**config.mk**
```make
export PLATFORM = sky130hd
export DESIGN_NAME = cdsd_select_decoder
export DESIGN_NICKNAME = d
export VERILOG_FILES = /design/src/rtl/cdsd_select_decoder.v /design/src/rtl/cdsd_matrix_decode.v
export VERILOG_INCLUDE_DIRS = /design/src /design/src/common
export SDC_FILE = /design/constraint.sdc
export NUM_CORES = 1
export LEC_CHECK = 0
export BUFFER_PORTS_ARGS = -buffer_cell sky130_fd_sc_hd__buf_2
export CAP_MARGIN = 20
export CORE_MARGIN = 2
export CORE_UTILIZATION = 47
export DETAILED_ROUTE_END_ITERATION = 7
export HOLD_SLACK_MARGIN = 0.03
export PLACE_DENSITY = 0.8
export SETUP_SLACK_MARGIN = 0.05
export SLEW_MARGIN = 15
export SYNTH_ARGS = -nofsm -noshare
export SYNTH_HDL_FRONTEND = slang
export SYNTH_SLANG_ARGS = --single-unit
```
**constraint.sdc**
```tcl
create_clock -name clock -period 3.5 [get_ports clock]
set_clock_uncertainty 0.1 [all_clocks]
set_input_delay 0.7 -clock clock [delete_from_list [all_inputs] [get_ports clock]]
set_output_delay 0.7 -clock clock [all_outputs]
set_load 0.05 [all_outputs]
```
**src/common/cdsd_defs.vh**
```
`ifndef CDSD_DEFS_VH
`define CDSD_DEFS_VH

// address bit positions, index n is address bit n
`define CDSD_BIT_HALF 2
`define CDSD_BIT_YCOL0 3
`define CDSD_BIT_YCOL1 4
`define CDSD_BIT_YCOL2 5
`define CDSD_BIT_YLOOP0 6
`define CDSD_BIT_YDIR 7
`define CDSD_BIT_YLOOP1 8
`define CDSD_BIT_XBAND0 9
`define CDSD_BIT_XBAND1 10
`define CDSD_BIT_XBAND2 11
`define CDSD_BIT_XLINE0 12
`define CDSD_BIT_XLINE1 13
`define CDSD_BIT_XLINE2 14
`define CDSD_BIT_XLINE3 15

// memory cycle sequencer states
`define CDSD_ST_IDLE 2'h0
`define CDSD_ST_READ 2'h1
`define CDSD_ST_WRITE 2'h2

// reset values
`define CDSD_RST_ADDR 16'h0000
`define CDSD_RST_STATE 2'h0

`endif

```
**src/rtl/cdsd_select_decoder.v**
```verilog
`timescale 1ns/1ps
`default_nettype none
`include "cdsd_defs.vh"

// Summary of operation
// - at cycle start the chosen port's address is gated into the predrive selection
// - address bit 2 picks the lower or upper 8K predrive set
// - bits 3,4,5 with Y current pulse pick one of eight columns and direction
// - bits 6 and 8 with a pulse pick one of four Y loops
// - bits 9,10,11 with X current pulse pick one of eight bands and direction
// - bits 12 to 15 with a pulse pick one of sixteen X lines
// - bit 9 picks upper or lower band section within the chosen half
// - X current predrive: bits 2,9 give top, bits 10,11 give bottom
// - each X current predrive serves four groups, only one active at once
// - write half uses opposite X current pulse, predrive pairs 0/3 and 1/2
// - sixteen X current groups in 4x4, each drives bands n and 7-n
// - each group has two unipolar pairs for half-bytes 0/2 and 1/3
// - bits 14,15 with voltage pulse pick one of eight X voltage predrives
// - X voltage predrive: bits 12,13 give top, bits 14,15 give bottom
// - X voltage predrive sinks byte 0 and sources byte 1, reversed on write
// - upper half bands are numbered 8 to 15 in the lower half positions
// - each bit plane is 64 groups of 16 by 8 cores, coded 0 to 7
// - every read half cycle is followed by a write half cycle
module cdsd_select_decoder (
   input wire clock,
   input wire rst,
   input wire clk_en,
   input wire cycle_start,
   input wire half_end,
   input wire [15:0] word_address_bits,
   input wire x_current_dir_pos_pulse,
   input wire x_current_dir_neg_pulse,
   input wire x_voltage_pos_pulse,
   input wire x_voltage_neg_pulse,
   input wire y_current_dir_pos_pulse,
   input wire y_current_dir_neg_pulse,
   input wire y_voltage_pos_pulse,
   input wire y_voltage_neg_pulse,
   output reg read_half,
   output reg write_half,
   output reg upper_half_sel,
   output reg [3:0] x_current_predrive_line,
   output reg [15:0] x_current_group,
   output reg [15:0] x_band_sel,
   output reg [1:0] x_current_source_switch,
   output reg [1:0] x_current_sink_switch,
   output reg [3:0] x_voltage_predrive_pn,
   output reg [3:0] x_voltage_predrive_np,
   output reg [15:0] x_line_sel,
   output reg [1:0] x_voltage_source_switch,
   output reg [1:0] x_voltage_sink_switch,
   output reg [7:0] y_current_predrive,
   output reg [7:0] y_column_sel,
   output reg y_current_dir_pos,
   output reg [7:0] y_voltage_predrive_pn,
   output reg [7:0] y_voltage_predrive_np,
   output reg [3:0] y_loop_sel,
   output reg polarity_fault
);
   reg [1:0] state;
   reg [1:0] next_state;
   reg [15:0] addr;

   // sequencer: a read half can only end into a write half
   always @* begin
      next_state = state;
      case (state)
         `CDSD_ST_IDLE: begin
            if (cycle_start) begin
               next_state = `CDSD_ST_READ;
            end
         end
         `CDSD_ST_READ: begin
            if (half_end) begin
               next_state = `CDSD_ST_WRITE;
            end
         end
         `CDSD_ST_WRITE: begin
            if (half_end) begin
               next_state = `CDSD_ST_IDLE;
            end
         end
         default: begin
            next_state = `CDSD_ST_IDLE;
         end
      endcase
   end

   always @(posedge clock or posedge rst) begin
      if (rst) begin
         state <= `CDSD_RST_STATE;
      end else if (clk_en) begin
         state <= next_state;
      end
   end

   // address held for both halves so the write selects the same cores
   always @(posedge clock or posedge rst) begin
      if (rst) begin
         addr <= `CDSD_RST_ADDR;
      end else if (clk_en && state == `CDSD_ST_IDLE && cycle_start) begin
         addr <= word_address_bits;
      end
   end

   wire active = (state == `CDSD_ST_READ) || (state == `CDSD_ST_WRITE);

   // a pair with both or neither pulse high selects nothing
   wire xc_en = active & (x_current_dir_pos_pulse ^ x_current_dir_neg_pulse);
   wire xv_en = active & (x_voltage_pos_pulse ^ x_voltage_neg_pulse);
   wire yc_en = active & (y_current_dir_pos_pulse ^ y_current_dir_neg_pulse);
   wire yv_en = active & (y_voltage_pos_pulse ^ y_voltage_neg_pulse);

   // X current: value {2,9,10,11}, inverted under the negative pulse
   wire [3:0] xc_raw = {addr[`CDSD_BIT_HALF], addr[`CDSD_BIT_XBAND0],
                        addr[`CDSD_BIT_XBAND1], addr[`CDSD_BIT_XBAND2]};
   wire [3:0] xc_val = x_current_dir_pos_pulse ? xc_raw : ~xc_raw;
   wire [15:0] xc_onehot;
   cdsd_matrix_decode #(.ROW_W(2), .COL_W(2)) u_xc (
      .en(xc_en),
      .row(xc_val[3:2]),
      .col(xc_val[1:0]),
      .onehot(xc_onehot)
   );

   // X voltage: value {12,13,14,15}, no inversion, pulse picks polarity
   wire [3:0] xv_val = {addr[`CDSD_BIT_XLINE0], addr[`CDSD_BIT_XLINE1],
                        addr[`CDSD_BIT_XLINE2], addr[`CDSD_BIT_XLINE3]};
   wire [15:0] xv_onehot;
   cdsd_matrix_decode #(.ROW_W(2), .COL_W(2)) u_xv (
      .en(xv_en),
      .row(xv_val[3:2]),
      .col(xv_val[1:0]),
      .onehot(xv_onehot)
   );

   // Y current: value {3,4,5}, inverted under the negative pulse
   wire [2:0] yc_raw = {addr[`CDSD_BIT_YCOL0], addr[`CDSD_BIT_YCOL1], addr[`CDSD_BIT_YCOL2]};
   wire [2:0] yc_val = y_current_dir_pos_pulse ? yc_raw : ~yc_raw;
   wire [7:0] yc_onehot;
   cdsd_matrix_decode #(.ROW_W(1), .COL_W(2)) u_yc (
      .en(yc_en),
      .row(yc_val[2:2]),
      .col(yc_val[1:0]),
      .onehot(yc_onehot)
   );

   // Y voltage string: value {2,6,8}; loop within the column from {6,8}
   wire [2:0] yv_val = {addr[`CDSD_BIT_HALF], addr[`CDSD_BIT_YLOOP0], addr[`CDSD_BIT_YLOOP1]};
   wire [7:0] yv_onehot;
   cdsd_matrix_decode #(.ROW_W(1), .COL_W(2)) u_yv (
      .en(yv_en),
      .row(yv_val[2:2]),
      .col(yv_val[1:0]),
      .onehot(yv_onehot)
   );

   // band numbers: half from bit 2 gives 8-15 in the same places as 0-7
   wire [3:0] band_num = xc_raw;
   wire [15:0] band_onehot;
   cdsd_matrix_decode #(.ROW_W(2), .COL_W(2)) u_band (
      .en(xc_en),
      .row(band_num[3:2]),
      .col(band_num[1:0]),
      .onehot(band_onehot)
   );

   reg [3:0] next_xc_line;
   reg [15:0] next_band;
   integer i;
   always @* begin
      next_xc_line = 4'h0;
      next_band = 16'h0000;
      for (i = 0; i < 16; i = i + 1) begin
         // predrive k serves groups k, k+4, k+8, k+12
         next_xc_line[i % 4] = next_xc_line[i % 4] | xc_onehot[i];
         // band n and its complement 7-n within the same half
         next_band[i] = band_onehot[i] | band_onehot[(i & 8) | (7 - (i & 7))];
      end
   end

   // only a drive to the same line pair is legal with opposite current sense
   wire xv_same_sense = (x_current_dir_pos_pulse & x_voltage_pos_pulse) |
                        (x_current_dir_neg_pulse & x_voltage_neg_pulse);

   reg next_read_half;
   reg next_write_half;
   reg next_upper_half_sel;
   reg [15:0] next_x_current_group;
   reg [1:0] next_x_current_source_switch;
   reg [1:0] next_x_current_sink_switch;
   reg [3:0] next_x_voltage_predrive_pn;
   reg [3:0] next_x_voltage_predrive_np;
   reg [15:0] next_x_line_sel;
   reg [1:0] next_x_voltage_source_switch;
   reg [1:0] next_x_voltage_sink_switch;
   reg [7:0] next_y_current_predrive;
   reg [7:0] next_y_column_sel;
   reg next_y_current_dir_pos;
   reg [7:0] next_y_voltage_predrive_pn;
   reg [7:0] next_y_voltage_predrive_np;
   reg [3:0] next_y_loop_sel;
   reg next_polarity_fault;

   // sequencer status and the partner watch
   always @* begin
      next_read_half = (state == `CDSD_ST_READ);
      next_write_half = (state == `CDSD_ST_WRITE);
      next_upper_half_sel = active & addr[`CDSD_BIT_HALF];
      // a watch on the partner: X current and X voltage pulses must be opposite
      next_polarity_fault = active & xv_same_sense;
   end

   // upper/lower band section from bit 9 is part of the group number
   always @* begin
      next_x_current_group = xc_onehot;
      // both unipolar pairs (half-bytes 0/2 and 1/3) fire with the group
      next_x_current_source_switch = {2{xc_en}};
      next_x_current_sink_switch = {2{xc_en}};
      // a voltage predrive serves the lines that share its low two bits
      next_x_voltage_predrive_pn = {4{xv_en & x_voltage_pos_pulse}} & (4'h1 << xv_val[1:0]);
      next_x_voltage_predrive_np = {4{xv_en & x_voltage_neg_pulse}} & (4'h1 << xv_val[1:0]);
      next_x_line_sel = xv_onehot;
      // bit 0 is byte 0, bit 1 is byte 1; the opposite pulse swaps them
      next_x_voltage_sink_switch = {xv_en & x_voltage_pos_pulse, xv_en & x_voltage_neg_pulse};
      next_x_voltage_source_switch = {xv_en & x_voltage_neg_pulse, xv_en & x_voltage_pos_pulse};
   end

   // column from the raw address; the current predrive flips with the pulse
   always @* begin
      next_y_current_predrive = yc_onehot;
      next_y_column_sel = {8{yc_en}} & (8'h01 << yc_raw);
      next_y_current_dir_pos = yc_en & y_current_dir_pos_pulse;
      next_y_voltage_predrive_pn = {8{y_voltage_pos_pulse}} & yv_onehot;
      next_y_voltage_predrive_np = {8{y_voltage_neg_pulse}} & yv_onehot;
      next_y_loop_sel = {4{yv_en}} & (4'h1 << yv_val[1:0]);
   end

   always @(posedge clock or posedge rst) begin
      if (rst) begin
         read_half <= 1'b0;
         write_half <= 1'b0;
         upper_half_sel <= 1'b0;
         polarity_fault <= 1'b0;
      end else if (clk_en) begin
         read_half <= next_read_half;
         write_half <= next_write_half;
         upper_half_sel <= next_upper_half_sel;
         polarity_fault <= next_polarity_fault;
      end
   end

   // a low clock enable leaves the last selection standing on the switches
   always @(posedge clock or posedge rst) begin
      if (rst) begin
         x_current_predrive_line <= 4'h0;
         x_current_group <= 16'h0000;
         x_band_sel <= 16'h0000;
         x_current_source_switch <= 2'h0;
         x_current_sink_switch <= 2'h0;
         x_voltage_predrive_pn <= 4'h0;
         x_voltage_predrive_np <= 4'h0;
         x_line_sel <= 16'h0000;
         x_voltage_source_switch <= 2'h0;
         x_voltage_sink_switch <= 2'h0;
      end else if (clk_en) begin
         x_current_predrive_line <= next_xc_line;
         x_current_group <= next_x_current_group;
         x_band_sel <= next_band;
         x_current_source_switch <= next_x_current_source_switch;
         x_current_sink_switch <= next_x_current_sink_switch;
         x_voltage_predrive_pn <= next_x_voltage_predrive_pn;
         x_voltage_predrive_np <= next_x_voltage_predrive_np;
         x_line_sel <= next_x_line_sel;
         x_voltage_source_switch <= next_x_voltage_source_switch;
         x_voltage_sink_switch <= next_x_voltage_sink_switch;
      end
   end

   always @(posedge clock or posedge rst) begin
      if (rst) begin
         y_current_predrive <= 8'h00;
         y_column_sel <= 8'h00;
         y_current_dir_pos <= 1'b0;
         y_voltage_predrive_pn <= 8'h00;
         y_voltage_predrive_np <= 8'h00;
         y_loop_sel <= 4'h0;
      end else if (clk_en) begin
         y_current_predrive <= next_y_current_predrive;
         y_column_sel <= next_y_column_sel;
         y_current_dir_pos <= next_y_current_dir_pos;
         y_voltage_predrive_pn <= next_y_voltage_predrive_pn;
         y_voltage_predrive_np <= next_y_voltage_predrive_np;
         y_loop_sel <= next_y_loop_sel;
      end
   end
endmodule

`default_nettype wire

```
**src/rtl/cdsd_matrix_decode.v**
```verilog
`timescale 1ns/1ps
`default_nettype none

// row/column decoder: entry {row,col} is high only while en is high
module cdsd_matrix_decode #(
   parameter ROW_W = 2,
   parameter COL_W = 2
) (
   input wire en,
   input wire [ROW_W-1:0] row,
   input wire [COL_W-1:0] col,
   output wire [(1<<(ROW_W+COL_W))-1:0] onehot
);
   genvar g;
   generate
      for (g = 0; g < (1 << (ROW_W + COL_W)); g = g + 1) begin : g_entry
         localparam [ROW_W+COL_W-1:0] IDX = g;
         // top of the line from the row, bottom from the column: one entry only
         assign onehot[g] = en & (row == IDX[ROW_W+COL_W-1:COL_W]) & (col == IDX[COL_W-1:0]);
      end
   endgenerate
endmodule

`default_nettype wire

```
# Yosys cells after proc, flatten, opt, wreduce, memory -nomap -nowiden
# Index checks and enable logic that the tools add are counted.
# word_totals
elab_cells,198
ramBits,0
latch_bits,0
register_bits,124
mem_count,0
romBits,0
# classes
shift,3
bitwise,126
multipliers,0
div,0
n_eq_ne,29
n_addsub,0
muxes,6
n_reduce_logical,13
order_cmp,0
# ops
operator,n
AND 1 bit,91
"equality test 2 bit, second input constant",17
AND 8 bit,3
bitwise OR 1 bit,21
"equality test 2 x 1 -> 1 bit, second input constant",9
zero test 2 bit,9
AND 4 bit,3
"left shift 1 x 2 -> 4 bit, first input constant",2
"left shift 1 x 3 -> 8 bit, first input constant",1
2-to-1 mux 2 bit,3
"inequality test 2 bit, second input constant",3
case mux 2 bit (3 select lines),1
2-to-1 mux 4 bit,1
inverter 4 bit,1
AND reduction 4 bit,1
XOR 1 bit,4
2-to-1 mux 3 bit,1
inverter 3 bit,1
logical AND 1 bit,2
inverter 1 bit,2
logical OR 1 bit,1

# Longest topological paths before layout
# Gate-level depths: netlist of the first run.
# logic_depth
word_depth,8
depth_mapped,6
ltp_nobuf,5

# Modules after synthesis
# A second synthesis of the first run with hierarchy kept.
# hier_totals
cells_unflattened,421
area_unflattened_um2,5142.4
# modules_own_cells
mod,area_per_inst_um2,cells_per_inst,instances
cdsd_select_decoder,4596.9,336,1
cdsd_matrix_decode (u_band ...),117.6,23,3
cdsd_matrix_decode (u_yc ...),96.3,8,2

# Least setup slack after synthesis of the first run
# Ideal clock, no wire load.
# synth_path
kind,input to register
from,in y_current_dir_neg_pulse
to,reg y_column_sel[4]
required_time_ns,3.304
path_slack_ns,1.752
setup_ns,0.096
stages,4
arrival_ns,1.552
cell_sequence,buf_4 -> xnor2_1 -> or3b_4 -> o32ai_2
# synth_between
elab_chain_cells,3
# synth_lines
element,line_no,text
start: declaration,cdsd_select_decoder.v:36,"input wire y_current_dir_neg_pulse,"
XOR 1 bit,cdsd_select_decoder.v:111,wire yc_en = active & (y_current_dir_pos_pulse ^ y_current_dir_neg_pulse);
AND 1 bit,cdsd_select_decoder.v:111,
AND 8 bit,cdsd_select_decoder.v:232,next_y_column_sel = {8{yc_en}} & (8'h01 << yc_raw);
end signal: assignment,cdsd_select_decoder.v:290,y_column_sel <= next_y_column_sel;
end: declaration,cdsd_select_decoder.v:53,"output reg [7:0] y_column_sel,"
# No other way between the ends.
# A chain may end at the register's enable or synchronous reset.

# Worst setup path in the final report of the first run
# layout_path
from,reg state[0]
to,reg y_column_sel[0]
# layout_between
elab_chain_cells,4
word_cells_on_any_way,5
classes_between,eq/ne (2); bitwise (2); reduce/logical (1)
# layout_lines
element,line_no,text
start: declaration,cdsd_select_decoder.v:60,reg [1:0] state;
start signal: assignment,cdsd_select_decoder.v:91,state <= `CDSD_RST_STATE;
start signal: assignment,cdsd_select_decoder.v:93,state <= next_state;
equality test 2 x 1 -> 1 bit or equality test 2 bit (tied branches),--,
logical OR 1 bit (*),cdsd_select_decoder.v:106,wire active = (state == `CDSD_ST_READ) || (state == `CDSD_ST_WRITE);
AND 1 bit (*),cdsd_select_decoder.v:111,
AND 8 bit (*),cdsd_select_decoder.v:232,
# Mark *: on every way between the ends. The rest lies on a longest branch, timed or not.

==> summary.md, run 1 <==
| Metric | Value |
|---|---|
| Vias/cell | 5.68 |
| Vias in the first global route | roughly 3500 |
| Relative slew slack | 0.489 |
| Port bufs | 134 |
| Post-Synthesis Cells | between 300 and 400 |
| # nets final | roughly 530 |
| Synth Net Count | 418 |
| H-tree depth | 3 |
| Layout fillers | between 800 and 900 |
| Critical-path maximum fanout | 27 |
| CP Class | flop to flop |
| Netlist cell types | 40 |
| Hold Crit Class | input pin to asynchronous set/reset pin |
| Core Footprint | 0.0102 mm^2 |
| Yosys top cell by area | dfrtp_1 |
| WL/cell | 17.8 um |
| Number of warnings issued by yosys | 0 |
| Mapped cell area | slightly below 0.005 mm^2 |
| Routed vias | approximately 3600 |
| Crit. End Element | flop |
| CP cell instances | inv_1 > ha_1 > buf_4 > nand2_1 > or3_1 > o32ai_2 |
| Worst Setup Start Kind | flop |
| Tcrit/Tclk final | 0.628 |
| Setup TNS | 0 ns |
| Int Power | 2300 uW |
| Design Power | 4280 uW |
| Post-CTS Resized | 0 |
| Die Y | between 100 and 150 um |
| Clock network fraction of design power | 0.169 |
| # DRC | 0 |
| Starting Density | 0.476 |
| Num ports | between 100 and 150 |
| Initial drt markers | 220 |
| Seq pwr share | 0.427 |
| Max frequency | ~450 MHz |
| #FFs+latches synth | about 110 |
| CTS hold repair buffers | 0 |
| Cell family with most CP delay | simple AND/OR/NAND/NOR gates |
| Area Growth Syn to Fin | 17.5% |
| VDD IR max | 0.383 mV |
| Final setup vio count | 0 |
| RSZ-0062 raised after global routing | false |
| Share of layout cells above drive strength 1 | 0.369 |
| Die area | ~0.011 mm^2 |
| Period minus WS final | between 2 and 2.5 ns |
| First-pass GRT wire length | 18200 um |
| Root Driver | clkbuf_8 |
| Max-slew violation total from the final report | 0 |
| Mean post-synth cell area | about 13 um^2 |
| Asr flop ratio synth | 1.00 |
| Total routed wirelength | 11300 um |
| Reg area | 0.00278 mm^2 |
| Max Cap Viol | 0 |
| GPL Wtd Cong | 0.777 |
| Synth top area share | 0.573 |
| Slowest stage cell, crit path | or3_1 |
| Diode count | 0 |
| CTS Sinks | between 100 and 150 |
| Largest stage delay, worst path | 0.49 ns |
| WP buf/inv | 2 |
| Sw Share | 0.463 |
| Most common flop cell mapped by yosys | dfrtp_1 |
| Run status | finished clean |
| Global route overflow | 0 |
| Initial antenna violation count | 0 |
| Finished Cell Area | between 0.005 and 0.006 mm^2 |
| Sw power | 1980 uW |
| Top-count cell post-synth | dfrtp_1 |
| Final hold viol count | 0 |
| TritonCTS buffer count | 9 |
| Largest net degree at the start of global routing | 82 |
| Post-route ant nets | 0 |
| Number of synthesized flops with an enable pin | 0 |
| Seq/Total Area, Yosys | 0.573 |
| Synth top area cells | dfrtp_1 57%, o2bb2ai_1 15%, mux2_2 3.9% |
| GRT Total Usage | 0.206 |
| Buffers inserted during post-CTS setup optimization | 0 |
| Die width | about 110 um |
| Synth top cells by count | 111 x dfrtp_1, 82 x o2bb2ai_1, 17 x mux2_2 |
| Clock-pin slew of the registers on the worst-case setup and hold paths | roughly 0.11 ns |
| Post-DP HPWL | ~7700 um |
| Worst slew pin tran | around 0.76 ns |
| Site Rows | 37 |
| Initial DRT Pass Iterations | 4 |
| Max clock buf depth | 2 |
| Area of the multi-input gates | about 0.0018 mm^2 |
| Leak | approximately 0.0028 uW |
| Worst path arrival time | approximately 2.4 ns |
| DP Area | roughly 0.0055 mm^2 |
| CTS tree | done |
| Worst-skew pair later-pin latency | 0.37 ns |
| CP required | approximately 3.7 ns |
| P per Cell Area | between 700 and 800 mW/mm^2 |
| Combinational fraction of design power | 0.404 |
-- sequential cells by signal, indices dropped and copies added (netlist names), 2 cells and up --
| signal | count |
|---|---|
| addr | 13 |
| state | 2 |
| x_band_sel | 8 |
| x_current_group | 16 |
| x_current_predrive_line | 4 |
| x_line_sel | 16 |
| x_voltage_predrive_np | 4 |
| x_voltage_predrive_pn | 4 |
| y_column_sel | 8 |
| y_current_predrive | 8 |
| y_loop_sel | 4 |
| y_voltage_predrive_np | 8 |
| y_voltage_predrive_pn | 8 |
-- worst reg2reg max path, cell delays in order (launching register included) --
cell and delay, ns:
dfrtp_1 0.40, inv_1 0.09, ha_1 0.29, buf_4 0.28
nand2_1 0.24, or3_1 0.49, o32ai_2 0.22
-- cell usage in the layout, fill, tap and decap left out, types with 5 or more instances in the layout --
master     synthesis  final
or2_2              5      5
nand2_1           10     10
nor3b_1            6      6
ha_1               5      5
and3b_1            6      6
nand2b_1           8      8
mux2_2            17     17
buf_2             12    134
o2bb2ai_1         82     82
o21ai_0           16     16
inv_1             15     14
dfrtp_1          111    111
nand3_1            7      7
nor4bb_1           6      6
clkbuf_8           0     10
-- final cells by class --
class	instances	share of cell area
Multi-Input combinational cell	218	0.314
Clock buffer	10	0.0241
Sequential cell	111	0.487
Inverter	16	0.0112
Tap cell	136	0.0298
Clock inverter	5	0.00702
Timing Repair Buffer	139	0.126
-- per-stage QoR --
step / hold slack [ns] / worst slack (ns) / std cells / utilization
floorplan: 0.406 / 1.36 / 384 / -
global placement: 0.363 / 1.07 / 620 / 0.542
detailed placement: 0.368 / 1.00 / 620 / 0.542
CTS: 0.315 / 1.28 / 635 / 0.560
global route: 0.342 / 1.18 / 635 / 0.560
finish: 0.309 / 1.30 / 635 / 0.560
-- power groups by stage --
stage | Sequential (uW) | Clock, uW | Combinational, uW
finish | 1830 | 722 | 1730
global placement | 1820 | 0 | 1690
detailed placement | 1840 | 0 | 1730
floorplan | 2260 | 0 | 929
global route | 1870 | 791 | 1850
CTS | 1820 | 739 | 1740
-- path summary, 6_finish.rpt --
check / to / from / cells past startpoint / slack [ns]
min reg2reg: y_current_predrive[4] / y_current_predrive[4] / 1 / 0.39
max: y_column_sel[0] / state[0] / 6 / 1.30
min in group clock: y_current_predrive[4] / y_current_predrive[4] / 1 / 0.39
max in group asynchronous: polarity_fault / rst / 3 / 2.15
min: x_current_group[15] / rst / 2 / 0.31
max reg2reg: y_column_sel[0] / state[0] / 6 / 1.30
-- logic make-up (layout without fill, tap and decap cells) --
| kind of cell | count (synthesis) | after routing | synth area share |
|---|---|---|---|
| multiplexers | 17 | 17 | 0.0395 |
| AND/OR/NAND/NOR | 76 | 76 | 0.110 |
| flip-flops | 111 | 111 | 0.573 |
| AO/OA/AOI/OAI | 116 | 116 | 0.196 |
| adder cells (fa/ha/maj) | 5 | 5 | 0.0129 |
| XOR/XNOR | 4 | 4 | 0.0111 |
| buffers and inverters | 55 | 170 | 0.0580 |
-- layer usage --
layer,up-vias,global-route usage,part of all wire
met4,0,0.0611,0.0098
met2,120,0.321,0.48
li1,1656,-,-
met1,1817,0.295,0.46
met3,12,0.0371,0.048
met5,-,0,0
(Power assumes the default switching activity.)
==> inputs of run 2 (changes only) <==
==> constraint.sdc (replaced) <==
create_clock -name clock -period 1.92 [get_ports clock]
set_clock_uncertainty 0.1 [all_clocks]
set_input_delay 0.384 -clock clock [delete_from_list [all_inputs] [get_ports clock]]
set_output_delay 0.384 -clock clock [all_outputs]
set_load 0.05 [all_outputs]
==> run 2 against run 1 <==
Effect of this change:
- sequential share of layout area is 0.80 points lower
- largest cell class unchanged
- clock power is 76% higher
- count of clock-buffer cells in the layout is 1 lower
- via count is 0.69% lower
- combinational power is 92% higher
- final area is 1.7% higher
- register-to-register slack worse by 1.1 ns
- critical path depth is 1 lower
- largest power group is now combinational cells
- global-route usage is 0.39 points higher
- non-clock buffer count is 8 higher
- total power is 85% higher
==> summary.md, run 2 (same netlist as run 1, synthesis figures left out) <==
| Metric | Value |
|---|---|
| Run status | finished clean |
| Leak | 0.00285 uW (+1.5%) |
| WL/cell | 17.5 um (-1.2%) |
| Diode count | 0 (unchanged) |
| CP required | 2.09 ns (-1.59 ns) |
| H-tree depth | 3 (unchanged) |
| CTS hold repair buffers | 0 (unchanged) |
| Met2 Track Usage GR | 0.329 (+0.00737) |
| Area Growth Syn to Fin | 19.5% |
| Die area | 0.0111 mm^2 (unchanged) |
| Starting Density | 0.476 (unchanged) |
| Num ports | 138 (unchanged) |
| Total routed wirelength | 11300 um (about the same) |
| Post-route ant nets | 0 (unchanged) |
| Vias in the first global route | 3527 (+0.63%) |
| Largest regs | x_current_group: 16 flops, x_line_sel: 16 flops, addr: 13 flops |
| GRT Total Usage | 0.209 (+0.00389) |
| Layer with the highest usage | met2 |
| Fin Hold WS | 0.0657 ns (-0.243 ns) |
| GPL Wtd Cong | 0.817 (+5.1%) |
| Die Y | 106 um (unchanged) |
| Setup TNS | 0 ns (unchanged) |
| CTS Sinks | 111 (unchanged) |
| Final hold viol count | 0 (unchanged) |
| Initial antenna violation count | 0 (unchanged) |
| Max-slew violation total from the final report | 0 (unchanged) |
| Finished Cell Area | 0.00580 mm^2 (+1.7%) |
| Worst slew pin tran | 0.589 ns (-0.175 ns) |
| Max clock buf depth | 2 (unchanged) |
| Site Rows | 37 (unchanged) |
| Worst path arrival time | 1.94 ns (-0.44 ns) |
| Tcrit/Tclk final | 0.920 (+0.292) |
| Share of layout cells above drive strength 1 | 0.385 (+0.0159) |
| Routed vias | 3580 (-0.69%) |
| # DRC | 0 (unchanged) |
| CTS tree | done |
| Post-layout util | 0.569 (+0.00934) |
| VDD IR max | 0.671 mV (+75%) |
| Max frequency | 566 MHz (+24%) |
| Core Footprint | 0.0102 mm^2 (unchanged) |
| Hold Crit Class | input pin to asynchronous set/reset pin |
| Relative slew slack | 0.607 (+0.118) |
| Post-DP HPWL | 7810 um (+1.7%) |
| P per Cell Area | 1370 mW/mm^2 (+82%) |
| First-pass GRT wire length | 18500 um (+1.4%) |
| Initial drt markers | 208 (-5.5%) |
| GR Util met1 | 0.297 (+0.00217) |
| Worst-skew pair later-pin latency | 0.37 ns (about the same) |
| Global route overflow | 0 (unchanged) |
| Crit. End Element | flop |
| RSZ-0062 raised after global routing | false |
| Clock-pin slew of the registers on the worst-case setup and hold paths | 0.11 ns (about the same) |
| Worst Setup Start Kind | flop |
| # nets final | 537 (+1.5%) |
| Die width | 106 um (unchanged) |
| Most frequent cells in the layout | 134 x buf_2, 111 x dfrtp_1, 82 x o2bb2ai_1 |
| Max Cap Viol | 0 (unchanged) |
| Critical-path maximum fanout | 5 (-81%) |
| CP Class | flop to flop |
| TritonCTS buffer count | 9 (unchanged) |
| Initial DRT Pass Iterations | 5 (+1) |
| DP Area | 0.00558 mm^2 (+1.0%) |
| Vias/cell | 5.57 (-1.9%) |
| Port bufs | 134 (unchanged) |
| Root Driver | clkbuf_8 |
| Grt met3 use | 0.0371 (unchanged) |
| Most common cell after layout, fill and taps aside | buf_2 |
| Final setup vio count | 0 (unchanged) |
| Largest net degree at the start of global routing | 112 (+37%) |
| Period minus WS final | 1.77 ns (-0.431 ns) |
## run 2: area by class of cell
type,count,area (um^2)
Tap cell,136,170
Clock inverter,6,43.8
Timing Repair Buffer,147,806
Fill cell,855,4390
Multi-Input combinational cell,218,1810
Clock buffer,9,124
Inverter,16,63.8
Sequential cell,111,2780
## run 2: repair_timing
| item | 4_1_cts | 5_1_grt |
|---|---|---|
| setup buffers | 0 | 2 |
| setup endpoints to repair | 2 | 21 |
| resized for setup | 2 | 4 |
| pin swaps | 0 | 1 |
## run 2: layer usage
layer	vias up	part of all wire	wire length, um
li1	1669	-	-
met1	1781	0.44	5020
met2	115	0.48	5460
met3	15	0.057	639
met4	0	0.015	166
met5	-	0	0
## run 2: power breakdown
group / switching [uW] / internal, uW / leakage (uW)
sequential: 554 / 2770 / 0.00151
clock: 796 / 476 / 0.0000863
combinational: 2300 / 1040 / 0.00125
## run 2: critical path: stages (launching register included)
cell and delay [ns]:
dfrtp_1 0.39, inv_1 0.13, ha_4 0.32, nand2_2 0.12
or3b_4 0.43, o32ai_2 0.20
## run 2: final timing paths
| path | slack, ns | cells after the start | to | from |
|---|---|---|---|---|
| max | 0.15 | 5 | y_column_sel[4] | state[1] |
| min | 0.07 | 3 | y_voltage_predrive_np[6] | rst |
| max reg2reg | 0.15 | 5 | y_column_sel[4] | state[1] |
| min reg2reg | 0.39 | 1 | y_voltage_predrive_pn[6] | y_voltage_predrive_pn[6] |
| max in group asynchronous | 1.19 | 3 | addr[14] | rst |
| min in group clock | 0.15 | 2 | addr[8] | word_address_bits[8] |
## run 2: through the flow
| stage | setup slack [ns] | total power (uW) | cells |
|---|---|---|---|
| 2_1_floorplan | 0.0925 | 5820 | 384 |
| 3_3_place_gp | 0.132 | 6460 | 626 |
| 3_5_place_dp | 0.0181 | 6560 | 626 |
| 4_1_cts | 0.0527 | 7850 | 641 |
| 5_1_grt | 0.0911 | 8400 | 643 |
| 6_report | 0.153 | 7930 | 643 |
